### src/boot_sel_regs.svh
// Register offsets, field positions, reset values and timing counts
// Assumes inclusion by the package, the top module and the bench only
`ifndef BOOT_SEL_REGS_SVH
`define BOOT_SEL_REGS_SVH

`define CFG_OFFSET 5'h00
`define IE_OFFSET 5'h04
`define CMD_OFFSET 5'h08
`define STATUS_OFFSET 5'h0C
`define LATCH_OFFSET 5'h10

`define CFG_LDR_LSB 0
`define CFG_BD_LSB 8
`define CFG_SEL_LSB 16
`define CFG_LVL_BIT 24
`define CMD_SHUTDOWN_BIT 0

`define ENABLE_KEY 8'hC5
`define LEVEL_ACTIVE_LOW 1'h0
`define CFG_RESET 32'h0000_0000
`define IE_RESET 32'h0000_0000

`define CLK_PERIOD_NS 40
`define WAKE_RESET_NS 400
`define WAKE_RESET_CYCLES ((`WAKE_RESET_NS + `CLK_PERIOD_NS - 1) / `CLK_PERIOD_NS)

`endif

### src/boot_sel_pkg.sv
// Types shared by the boot selection block
// Assumes the constants header is available by bare name
package boot_sel_pkg;
   `include "boot_sel_regs.svh"

   typedef enum logic [2:0] {
      ST_RUN = 3'b000,
      ST_SHUTDOWN = 3'b001,
      ST_WAKE_RESET = 3'b010,
      ST_DECIDE = 3'b011
   } pwr_state_e;

   typedef struct packed {
      logic [7:0] loader_enable_field;
      logic [7:0] pin_backdoor_enable_field;
      logic [7:0] backdoor_pin_select;
      logic backdoor_active_level;
   } boot_cfg_s;

   typedef struct packed {
      logic to_loader;
      logic wake_by_tck;
      logic decided;
      logic in_shutdown;
   } boot_status_s;
endpackage : boot_sel_pkg

### src/sync2.sv
// Two-flop synchroniser for asynchronous pin levels
// Assumes the pins are slow levels; no pulse stretching is done
`timescale 1ns/1ps
module sync2 #(
   parameter int WIDTH = 1
) (
   input wire logic clk,
   input wire logic rst,
   input wire logic [WIDTH-1:0] async_in,
   output logic [WIDTH-1:0] sync_out
);
   logic [WIDTH-1:0] meta_q;
   logic [WIDTH-1:0] sync_q;

   always_ff @(posedge clk or posedge rst) begin
      if (rst) begin
         meta_q <= '0;
         sync_q <= '0;
      end else begin
         meta_q <= async_in;
         sync_q <= meta_q;
      end
   end

   assign sync_out = sync_q;
endmodule : sync2

### src/pad_latch.sv
// Pad input gating and shutdown latch of the general I/O levels
// Assumes pin levels are already synchronised to clk
`timescale 1ns/1ps
module pad_latch #(
   parameter int NUM_PINS = 32
) (
   input wire logic clk,
   input wire logic rst,
   input wire logic [NUM_PINS-1:0] pin_level,
   input wire logic [NUM_PINS-1:0] pad_input_buffer_enable,
   input wire logic latch_en,
   output logic [NUM_PINS-1:0] latched_q
);
   logic [NUM_PINS-1:0] gated;
   logic [NUM_PINS-1:0] latched_d;

   // Disabled buffer reads constant zero
   assign gated = pin_level & pad_input_buffer_enable;

   always_comb begin
      latched_d = latched_q;
      if (latch_en) begin
         latched_d = gated;
      end
   end

   always_ff @(posedge clk or posedge rst) begin
      if (rst) begin
         latched_q <= '0;
      end else begin
         latched_q <= latched_d;
      end
   end
endmodule : pad_latch

### src/boot_sel.sv
// Shutdown wake boot path selection with Avalon-MM register access
// Assumes one clock; pins and wake sources are asynchronous to clk
//
// Decided for this implementation: the Avalon-MM register port and the register offsets.
`timescale 1ns/1ps
`include "boot_sel_regs.svh"
module boot_sel
   import boot_sel_pkg::*;
#(
   parameter int NUM_PINS = 32
) (
   input wire logic clk,
   input wire logic rst,
   input wire logic [4:0] avs_address,
   input wire logic avs_read,
   input wire logic avs_write,
   input wire logic [31:0] avs_writedata,
   input wire logic [3:0] avs_byteenable,
   output logic [31:0] avs_readdata,
   output logic avs_waitrequest,
   input wire logic [NUM_PINS-1:0] general_io_pin,
   input wire logic tck_pin,
   input wire logic gpio_wake_pin,
   output logic core_reset,
   output logic in_shutdown,
   output logic boot_to_loader,
   output logic boot_done
);
   localparam int WAKE_CYCLES = `WAKE_RESET_CYCLES;
   localparam int CNT_W = $clog2(WAKE_CYCLES + 1);

   function automatic logic [31:0] merge_be(input logic [31:0] old_v,
                                            input logic [31:0] new_v,
                                            input logic [3:0] be);
      logic [31:0] res;
      res = old_v;
      for (int i = 0; i < 4; i++) begin
         if (be[i]) begin
            res[i*8 +: 8] = new_v[i*8 +: 8];
         end
      end
      return res;
   endfunction : merge_be

   // Synchronised pins
   logic [NUM_PINS-1:0] pins_s;
   logic tck_s;
   logic gpio_wake_s;

   sync2 #(.WIDTH(NUM_PINS)) u_pin_sync (
      .clk(clk),
      .rst(rst),
      .async_in(general_io_pin),
      .sync_out(pins_s)
   );

   sync2 #(.WIDTH(2)) u_wake_sync (
      .clk(clk),
      .rst(rst),
      .async_in({tck_pin, gpio_wake_pin}),
      .sync_out({tck_s, gpio_wake_s})
   );

   // Register and bus state
   logic [31:0] cfg_q, cfg_d;
   logic [NUM_PINS-1:0] ie_q, ie_d;
   logic shut_req_q, shut_req_d;
   logic wait_q, wait_d;
   logic [31:0] rdata_q, rdata_d;
   boot_cfg_s cfg;
   boot_status_s status;
   logic [NUM_PINS-1:0] latched_q;
   logic [31:0] latched_word;
   logic [31:0] ie_word;
   logic bus_req;
   logic wr_take;

   // Machine state
   pwr_state_e state_q, state_d;
   logic [CNT_W-1:0] cnt_q, cnt_d;
   logic tck_prev_q, tck_prev_d;
   logic gpio_prev_q, gpio_prev_d;
   logic by_tck_q, by_tck_d;
   logic loader_q, loader_d;
   logic decided_q, decided_d;
   logic done_q, done_d;
   logic core_rst_q, core_rst_d;
   logic latch_en;
   logic tck_edge;
   logic gpio_edge;
   logic sel_ok;
   logic sel_level;
   logic backdoor_hit;

   assign cfg.loader_enable_field = cfg_q[`CFG_LDR_LSB +: 8];
   assign cfg.pin_backdoor_enable_field = cfg_q[`CFG_BD_LSB +: 8];
   assign cfg.backdoor_pin_select = cfg_q[`CFG_SEL_LSB +: 8];
   assign cfg.backdoor_active_level = cfg_q[`CFG_LVL_BIT];

   assign status.to_loader = loader_q;
   assign status.wake_by_tck = by_tck_q;
   assign status.decided = decided_q;
   assign status.in_shutdown = (state_q == ST_SHUTDOWN);

   // Pad latch keeps the levels seen on the way into shutdown
   assign latch_en = (state_q == ST_RUN) && shut_req_q;

   pad_latch #(.NUM_PINS(NUM_PINS)) u_pad_latch (
      .clk(clk),
      .rst(rst),
      .pin_level(pins_s),
      .pad_input_buffer_enable(ie_q),
      .latch_en(latch_en),
      .latched_q(latched_q)
   );

   always_comb begin
      latched_word = '0;
      ie_word = '0;
      latched_word[NUM_PINS-1:0] = latched_q;
      ie_word[NUM_PINS-1:0] = ie_q;
   end

   // Out-of-range selects never match, so they boot the application
   assign sel_ok = cfg.backdoor_pin_select < NUM_PINS;
   assign sel_level = sel_ok ?
      latched_q[cfg.backdoor_pin_select[$clog2(NUM_PINS)-1:0]] : 1'b0;

   // Buffer-off pins read zero, so active low matches them
   assign backdoor_hit = (cfg.loader_enable_field == `ENABLE_KEY) &&
      (cfg.pin_backdoor_enable_field == `ENABLE_KEY) &&
      sel_ok &&
      (sel_level == cfg.backdoor_active_level);

   assign tck_edge = tck_s ^ tck_prev_q;
   assign gpio_edge = gpio_wake_s ^ gpio_prev_q;

   // Bus slave: one wait cycle, then answer with waitrequest low
   assign bus_req = avs_read || avs_write;
   assign wr_take = avs_write && !wait_q;

   always_comb begin
      wait_d = 1'b1;
      rdata_d = rdata_q;
      cfg_d = cfg_q;
      ie_d = ie_q;
      shut_req_d = shut_req_q;
      if (bus_req && wait_q) begin
         wait_d = 1'b0;
         rdata_d = 32'h0000_0000;
         if (avs_read) begin
            case (avs_address)
               `CFG_OFFSET: rdata_d = cfg_q & 32'h01FF_FFFF;
               `IE_OFFSET: rdata_d = ie_word;
               `STATUS_OFFSET: rdata_d = {28'h0000000, status};
               `LATCH_OFFSET: rdata_d = latched_word;
               default: rdata_d = 32'h0000_0000;
            endcase
         end
      end
      // Consumed on shutdown entry; a command written then still wins
      if (latch_en) begin
         shut_req_d = 1'b0;
      end
      if (wr_take) begin
         case (avs_address)
            `CFG_OFFSET: begin
               cfg_d = merge_be(cfg_q, avs_writedata, avs_byteenable)
                       & 32'h01FF_FFFF;
            end
            `IE_OFFSET: begin
               ie_d = merge_be(ie_word, avs_writedata,
                               avs_byteenable) & {NUM_PINS{1'b1}};
            end
            `CMD_OFFSET: begin
               if (avs_byteenable[0] && avs_writedata[`CMD_SHUTDOWN_BIT]) begin
                  shut_req_d = 1'b1;
               end
            end
            default: begin
            end
         endcase
      end
   end

   always_ff @(posedge clk or posedge rst) begin
      if (rst) begin
         wait_q <= 1'b1;
         rdata_q <= 32'h0000_0000;
         cfg_q <= `CFG_RESET;
         ie_q <= '0;
         shut_req_q <= 1'b0;
      end else begin
         wait_q <= wait_d;
         rdata_q <= rdata_d;
         cfg_q <= cfg_d;
         ie_q <= ie_d;
         shut_req_q <= shut_req_d;
      end
   end

   // Power mode sequence
   always_comb begin
      state_d = state_q;
      cnt_d = cnt_q;
      tck_prev_d = tck_s;
      gpio_prev_d = gpio_wake_s;
      by_tck_d = by_tck_q;
      loader_d = loader_q;
      decided_d = decided_q;
      done_d = 1'b0;
      core_rst_d = core_rst_q;
      case (state_q)
         ST_RUN: begin
            if (shut_req_q) begin
               state_d = ST_SHUTDOWN;
               core_rst_d = 1'b1;
               decided_d = 1'b0;
            end
         end
         ST_SHUTDOWN: begin
            // Pin event has priority when both arrive together
            if (gpio_edge) begin
               by_tck_d = 1'b0;
               state_d = ST_WAKE_RESET;
               cnt_d = CNT_W'(WAKE_CYCLES);
            end else if (tck_edge) begin
               by_tck_d = 1'b1;
               state_d = ST_WAKE_RESET;
               cnt_d = CNT_W'(WAKE_CYCLES);
            end
         end
         ST_WAKE_RESET: begin
            if (cnt_q <= CNT_W'(1)) begin
               state_d = ST_DECIDE;
            end else begin
               cnt_d = cnt_q - CNT_W'(1);
            end
         end
         ST_DECIDE: begin
            // Only the faulty TCK wake ever reaches the loader
            loader_d = by_tck_q && backdoor_hit;
            decided_d = 1'b1;
            done_d = 1'b1;
            core_rst_d = 1'b0;
            state_d = ST_RUN;
         end
         default: begin
            state_d = ST_RUN;
            core_rst_d = 1'b0;
         end
      endcase
   end

   always_ff @(posedge clk or posedge rst) begin
      if (rst) begin
         state_q <= ST_RUN;
         cnt_q <= '0;
         tck_prev_q <= 1'b0;
         gpio_prev_q <= 1'b0;
         by_tck_q <= 1'b0;
         loader_q <= 1'b0;
         decided_q <= 1'b0;
         done_q <= 1'b0;
         core_rst_q <= 1'b0;
      end else begin
         state_q <= state_d;
         cnt_q <= cnt_d;
         tck_prev_q <= tck_prev_d;
         gpio_prev_q <= gpio_prev_d;
         by_tck_q <= by_tck_d;
         loader_q <= loader_d;
         decided_q <= decided_d;
         done_q <= done_d;
         core_rst_q <= core_rst_d;
      end
   end

   logic shut_out_q;

   always_ff @(posedge clk or posedge rst) begin
      if (rst) begin
         shut_out_q <= 1'b0;
      end else begin
         shut_out_q <= (state_d == ST_SHUTDOWN);
      end
   end

   assign avs_readdata = rdata_q;
   assign avs_waitrequest = wait_q;
   assign core_reset = core_rst_q;
   assign in_shutdown = shut_out_q;
   assign boot_to_loader = loader_q;
   assign boot_done = done_q;
endmodule : boot_sel

### config.mk
export PLATFORM = sky130hd
export DESIGN_NAME = boot_sel
export DESIGN_NICKNAME = d
export VERILOG_FILES = /design/src/boot_sel_pkg.sv /design/src/sync2.sv /design/src/pad_latch.sv /design/src/boot_sel.sv
export VERILOG_INCLUDE_DIRS = /design/src
export SDC_FILE = /design/constraint.sdc
export NUM_CORES = 1
export LEC_CHECK = 0
export ABC_AREA = 0
export ABC_CLOCK_PERIOD_IN_PS = 9760
export BUFFER_PORTS_ARGS = -buffer_cell sky130_fd_sc_hd__buf_4
export CAP_MARGIN = 20
export CORE_MARGIN = 5
export CORE_UTILIZATION = 30
export DETAILED_ROUTE_END_ITERATION = 12
export MAX_ROUTING_LAYER = met4
export PLACE_DENSITY = 0.45
export SLEW_MARGIN = 20
export SYNTH_ARGS = -nofsm -noshare
export SYNTH_HDL_FRONTEND = slang
export SYNTH_SLANG_ARGS = --single-unit
export TNS_END_PERCENT = 1
### constraint.sdc
create_clock -name clk -period 9.76 [get_ports clk]
set_input_delay 1.952 -clock clk [delete_from_list [all_inputs] [get_ports clk]]
set_output_delay 1.952 -clock clk [all_outputs]
set_load 0.05 [all_outputs]
==> flow_summary.ini, run 1 <==
[critical_path]
slowest_stage = and3_1
cp_data_arrival_time_ns = 4.04
crit_top_cell = buf_4
cp-end-kind = flop
crit_type = primary input to flop
cp_cell_sequence = buf_4, or3_4, nor3b_4, buf_4, and3_1, mux2_2
cpLargestDelayFamily = simple AND/OR/NAND/NOR gates
cpPeakStageDelay_ns = 0.50
cp_max_fo = 36
required_ns = 10.15
path_buf_inv = 2
setup.worst_path.start_class = primary input

[placement]
portBuffers = 115
dp_hpwl_um = 13500
gp_congestion = 0.771
place_ws_ns = 5.59

[global_routing]
grt_pass1_wl_um = 32300
gr-total-overflow = 0
antenna_found_initial = 0
grt_use_met1_pct = 19.7
grt_max_degree = 137
grt_pass1_vias = 5633
use_met3_pct = 2.30
top_usage_layer = met2
gr-usage-met2_pct = 22.2
globalRouteTotalUtil_pct = 14.3

[clocking]
cts_buffer_depth = 3
path_clk_slew_ns = 0.06
cts_tree = built
cts_setup_buffers = 0
cts.htree.levels = 1
cts-root-buf = clkbuf_16
postCtsHoldBufs = 0
numCtsBuffers = 24
cts.sinks = 206
cts_resized = 0
worstSkewPairLatency_ns = 0.51

[sta]
fin_skew_ns = 0.00863
worstMarginPinSlew_ns = 0.959
fin_crit_ns = 3.65
finalHoldViolations = 0
period_share_pct = 37.4
rsz0062_at_grt = false
fmax_mhz = 274
setup_slack_ns = 6.11
slew_viol_final = 0
finalSetupTns_ns = 0
slew_headroom_pct = 35.9
setup_viol = 0

[logic_synthesis]
yosys-top-cells-count = 205 x dfrtp_1, 101 x nand2_1, 61 x o21ai_0
synth_async_sr_flop_share_pct = 100
synth.area.top_cells = dfrtp_1 66%, mux2_2 8.2%, nand2_1 4.8%
synth_compound_area_share_pct = 10.8
seq_area_frac_synth_pct = 65.9
synth_area_leader_cell = dfrtp_1
synthesis.area_um2 = 7820
synth_cell_types = 47
synth.most_common_cell = dfrtp_1
synth-simple-area-share_pct = 10.0
synth_mux_area_share_pct = 10.3
synthCells = 620
synthesis.nets = 701
synthAdderAreaFrac_pct = 0.320
ys_warn_count = 0
synth_top_area_share_pct = 65.6
synth_xor_area_share_pct = 0.224
ys_ff_latch = 206
synth_edf_count = 0
ys_dominant_reg_cell = dfrtp_1
syn-mean-instance-area_um2 = 12.6
synth_top_family_by_area = compound AO/OA/AOI/OAI gates

[drt]
drc = 0
detail_route.wirelength_um = 20300
wl_per_cell_um = 18.7
num_vias = 5273
via_per_inst = 4.86
drtIter0Drc = 513
drtAntennaViolNets = 0
first_pass_iters = 8

[floorplan]
die_w_um = 171
ios = 116
die_area_um2 = 29400
core_area_um2 = 25800
fp-row-count = 59
die_h_um = 171
initial_utilization_pct = 30.3

[power]
fin_total_pwr_mw = 1.95
peakVddDrop_v = 0.0000857
leakage_nw = 4.48
power_density_nw_per_um2 = 197

[outcome]
status = finished clean

[layout]
layout-drive-gt1-share_pct = 30.1
fillers = 2507
area_delta_synth_final_pct = 26.0
fin_nets = 814
diodes = 0

[hold_path]
hold_class = flop to flop

[job]
cap_violations = 0
## flip-flops by register name, indices dropped and copies added (netlist names)
name	count
cfg_q	25
ie_q	32
tck_prev_q	1
avs_readdata	32
core_reset	1
boot_to_loader	1
shut_req_q	1
by_tck_q	1
decided_q	1
cnt_q	4
avs_waitrequest	1
state_q	3
u_wake_sync.sync_out	2
gpio_prev_q	1
boot_done	1
u_pin_sync.sync_out	32
u_pad_latch.latched_q	32
in_shutdown	1
u_pin_sync.meta_q	32
u_wake_sync.meta_q	2
## cells by family after synthesis
group                    after synthesis
AO/OA/AOI/OAI                        128
other                                  1
AND/OR/NAND/NOR                      164
adder cells (fa/ha/maj)                2
flip-flops                           206
buffers and inverters                 44
XOR/XNOR                               2
multiplexers                          73
## cell usage in the layout, fill, tap and decap left out, types with 3 or more instances in the layout
master and n:
and3_1 5, nor2_1 9, nor4_1 4, clkbuf_16 25, dfrtp_1 204, clkbuf_1 7
mux2i_1 16, nand2_1 100, or3_1 4, nand4_1 5, clkbuf_8 6, a21o_1 5
inv_1 8, mux2_2 57, buf_4 121, nand3_1 9, nor2b_1 5, a222oi_1 25
nand3_2 3, clkinv_2 3, o21ai_0 61, nor3_1 4, a22oi_1 12, a21oi_1 13
nand2b_1 4
## layer usage
layer | vias to the layer above | wire (µm)
li1 | 2445 | -
met1 | 2656 | 9060
met2 | 145 | 9750
met3 | 27 | 1080
met4 | 0 | 363
met5 | - | 0
## cell type report
cell class	instances	area (µm²)	share of cell area, %
clock inverters	5	75.1	0.762
inverters	9	41.3	0.419
well taps	335	419	4.25
repair buffers	122	936	9.50
flip-flops and latches	206	5160	52.3
multi-input cells	370	2490	25.3
clock buffers	38	734	7.45
## through the flow
step / cell area [µm²] / utilization (%) / hold slack, ns / cells
2_1_floorplan: 7820 / - / 0.331 / 620
3_3_place_gp: 9010 / 34.9 / 0.334 / 1041
3_5_place_dp: 9020 / 34.9 / 0.335 / 1041
4_1_cts: 9830 / 38.0 / 0.347 / 1084
5_1_grt: 9850 / 38.1 / 0.354 / 1085
6_report: 9850 / 38.1 / 0.346 / 1085
## worst paths after layout
kind | start | end | slack (ns) | cells after the start
worst max register to register | avs_waitrequest | ie_q[20] | 7.59 | 3
max in group asynchronous | rst | cfg_q[16] | 6.61 | 4
worst min-delay path | u_pin_sync.meta_q[29] | u_pin_sync.sync_out[29] | 0.35 | 0
min in group asynchronous | rst | u_pin_sync.sync_out[26] | 1.41 | 2
worst max-delay path | avs_address[1] | ie_q[20] | 6.11 | 6
worst min register to register | u_pin_sync.meta_q[29] | u_pin_sync.sync_out[29] | 0.35 | 0
## where the power goes
| group | total [mW] | internal (mW) | switching [mW] |
|---|---|---|---|
| clock | 0.905 | 0.565 | 0.340 |
| combinational | 0.110 | 0.0529 | 0.0575 |
| sequential | 0.931 | 0.896 | 0.0341 |
Note: power is estimated with default switching activity, not from simulation.
==> run 2: changes to the inputs <==
--- a/config.mk
+++ b/config.mk
@@ -7,7 +7,7 @@
 export NUM_CORES = 1
 export LEC_CHECK = 0
 export ABC_AREA = 0
-export ABC_CLOCK_PERIOD_IN_PS = 9760
+export ABC_CLOCK_PERIOD_IN_PS = 3500
 export BUFFER_PORTS_ARGS = -buffer_cell sky130_fd_sc_hd__buf_4
 export CAP_MARGIN = 20
 export CORE_MARGIN = 5
==> constraint.sdc (replaced) <==
create_clock -name clk -period 3.5 [get_ports clk]
set_input_delay 0.7 -clock clk [delete_from_list [all_inputs] [get_ports clk]]
set_output_delay 0.7 -clock clk [all_outputs]
set_load 0.05 [all_outputs]
==> run 2 against run 1 <==
Effect of this change: design area up 0.17%; non-clock buffer count up 7; die area is the same; cell count up 0.28%; routed wire length is 2.2% higher; count of clock-buffer cells in the layout decreased by 8; largest cell class unchanged.
==> flow_summary.ini, run 2 (synthesized netlist as in run 1, its figures left out) <==
[outcome]
status = finished clean

[power]
fin_total_pwr_mw = 5.35
p_seq_share_pct = 48.4
sw_frac_of_total_pct = 22.4
p_int_mw = 4.16
peakVddDrop_v = 0.000283
clkPwrFrac_pct = 45.6
comb_power_share_pct = 6.0
switchingPower_mw = 1.20
leakage_nw = 4.49
power_density_nw_per_um2 = 542

[drt]
via_per_inst = 4.84
drtAntennaViolNets = 0
wl_per_cell_um = 19.0
drtIter0Drc = 329
num_vias = 5265
drc = 0
detail_route.wirelength_um = 20700
first_pass_iters = 6

[placement]
dp_hpwl_um = 14500
gp_congestion = 0.828
dp.cells = 1049
portBuffers = 115

[global_routing]
grt_max_degree = 87
gr-total-overflow = 0
grt_pass1_vias = 5643
grt_pass1_wl_um = 32700
globalRouteTotalUtil_pct = 14.6
antenna_found_initial = 0

[floorplan]
die_area_um2 = 29400
ios = 116
die_h_um = 171
initial_utilization_pct = 30.3
die_w_um = 171
core_area_um2 = 25800
fp-row-count = 59

[layout]
layout-drive-gt1-share_pct = 30.8
diodes = 0
fillers = 2526
regArea_um2 = 5160
area_delta_synth_final_pct = 26.2
final_common_cell = dfrtp_1
layout_common_cells = 205 x dfrtp_1, 126 x buf_4, 100 x nand2_1, 61 x o21ai_0, 57 x mux2_2
fin_nets = 820
fin_cells = 1088
multi_input_area_um2 = 2490

[clocking]
worstSkewPairLatency_ns = 0.50
cts_buffer_depth = 3
cts.htree.levels = 1
cts_resized = 0
cts_tree = built
cts-root-buf = clkbuf_16
postCtsHoldBufs = 0
path_clk_slew_ns = 0.06
numCtsBuffers = 23
cts_setup_buffers = 0
cts.sinks = 206

[critical_path]
setup.worst_path.start_class = primary input
cp_data_arrival_time_ns = 2.57
path_buf_inv = 1
cp_max_fo = 8
crit_type = primary input to flop
slowest_stage = and3_1
cp-end-kind = flop
cpPeakStageDelay_ns = 0.51
cpLargestDelayFamily = simple AND/OR/NAND/NOR gates
cp_cell_sequence = buf_4, or3_4, nor3b_4, and3_1, mux2_2
required_ns = 3.89

[sta]
rsz0062_at_grt = false
finalSetupTns_ns = 0
fin_crit_ns = 2.18
period_share_pct = 62.3
fmax_mhz = 459
worstMarginPinSlew_ns = 0.877
fin_skew_ns = 0.0160
setup_viol = 0
slew_viol_final = 0
slew_headroom_pct = 41.5
finalHoldViolations = 0

[job]
cap_violations = 0

[hold_path]
hold_class = primary input to asynchronous set/reset pin
==> run 2: cell types whose count changed in the layout (fill, tap and decap cells not counted), sizes merged <==
cell and change:
bufinv +1, clkinv +3, clkinvlp +1, inv -1
clkbuf -8, buf +7
==> run 2: path summary, 6_finish.rpt <==
path | from | end | slack (ns) | depth (start not counted)
setup / recovery | avs_address[1] | ie_q[27] | 1.32 | 5
hold / removal | rst | u_pin_sync.meta_q[27] | 0.15 | 2
setup reg to reg | cnt_q[1] | cnt_q[3] | 1.48 | 7
hold reg to reg | u_pin_sync.meta_q[11] | u_pin_sync.sync_out[11] | 0.35 | 0
max in group asynchronous | rst | u_pin_sync.meta_q[7] | 2.49 | 3
min in group clk | general_io_pin[27] | u_pin_sync.meta_q[27] | 0.30 | 1
==> run 2: layout make-up <==
class / instances / area share [%]
tap: 335 / 4.25
inverter: 9 / 0.380
clock buffer: 30 / 6.50
sequential: 206 / 52.2
clock inverter: 9 / 1.25
timing repair buffer: 129 / 10.2
multi-input combinational: 370 / 25.2
==> run 2: power by group through the flow <==
stage	registers [mW]	clock network (mW)	logic, mW
detailed placement	2.63	0	0.329
floorplan	2.60	0	0.180
finish	2.59	2.44	0.321
global placement	2.63	0	0.319
global route	2.60	2.63	0.357
CTS	2.59	2.53	0.330
==> run 2: through the flow <==
stage	area, µm²	setup WS, ns	util, %	hold WS, ns
3_5_place_dp	9100	0.794	35.2	0.335
6_report	9870	1.32	38.2	0.153
3_3_place_gp	9080	0.834	35.2	0.334
5_1_grt	9870	1.28	38.2	0.153
2_1_floorplan	7830	0.129	-	0.331
4_1_cts	9870	1.32	38.2	0.138
==> run 2: worst register-to-register path: cells and delay by family (launching register included) <==
family | cells | cell delay [ns]
and+or+nand+nor | 4 | 0.94
DFF | 1 | 0.39
AOI/OAI and AO/OA | 1 | 0.28
buffers and inverters | 1 | 0.11
adders and majority gates | 1 | 0.17
==> run 2: routing by layer <==
metal,track usage (%),up-vias,wire (µm)
li1,-,2451,-
met1,19.8,2640,9380
met2,23.1,137,9840
met3,2.32,37,1040
met4,3.65,0,445
met5,-,-,0
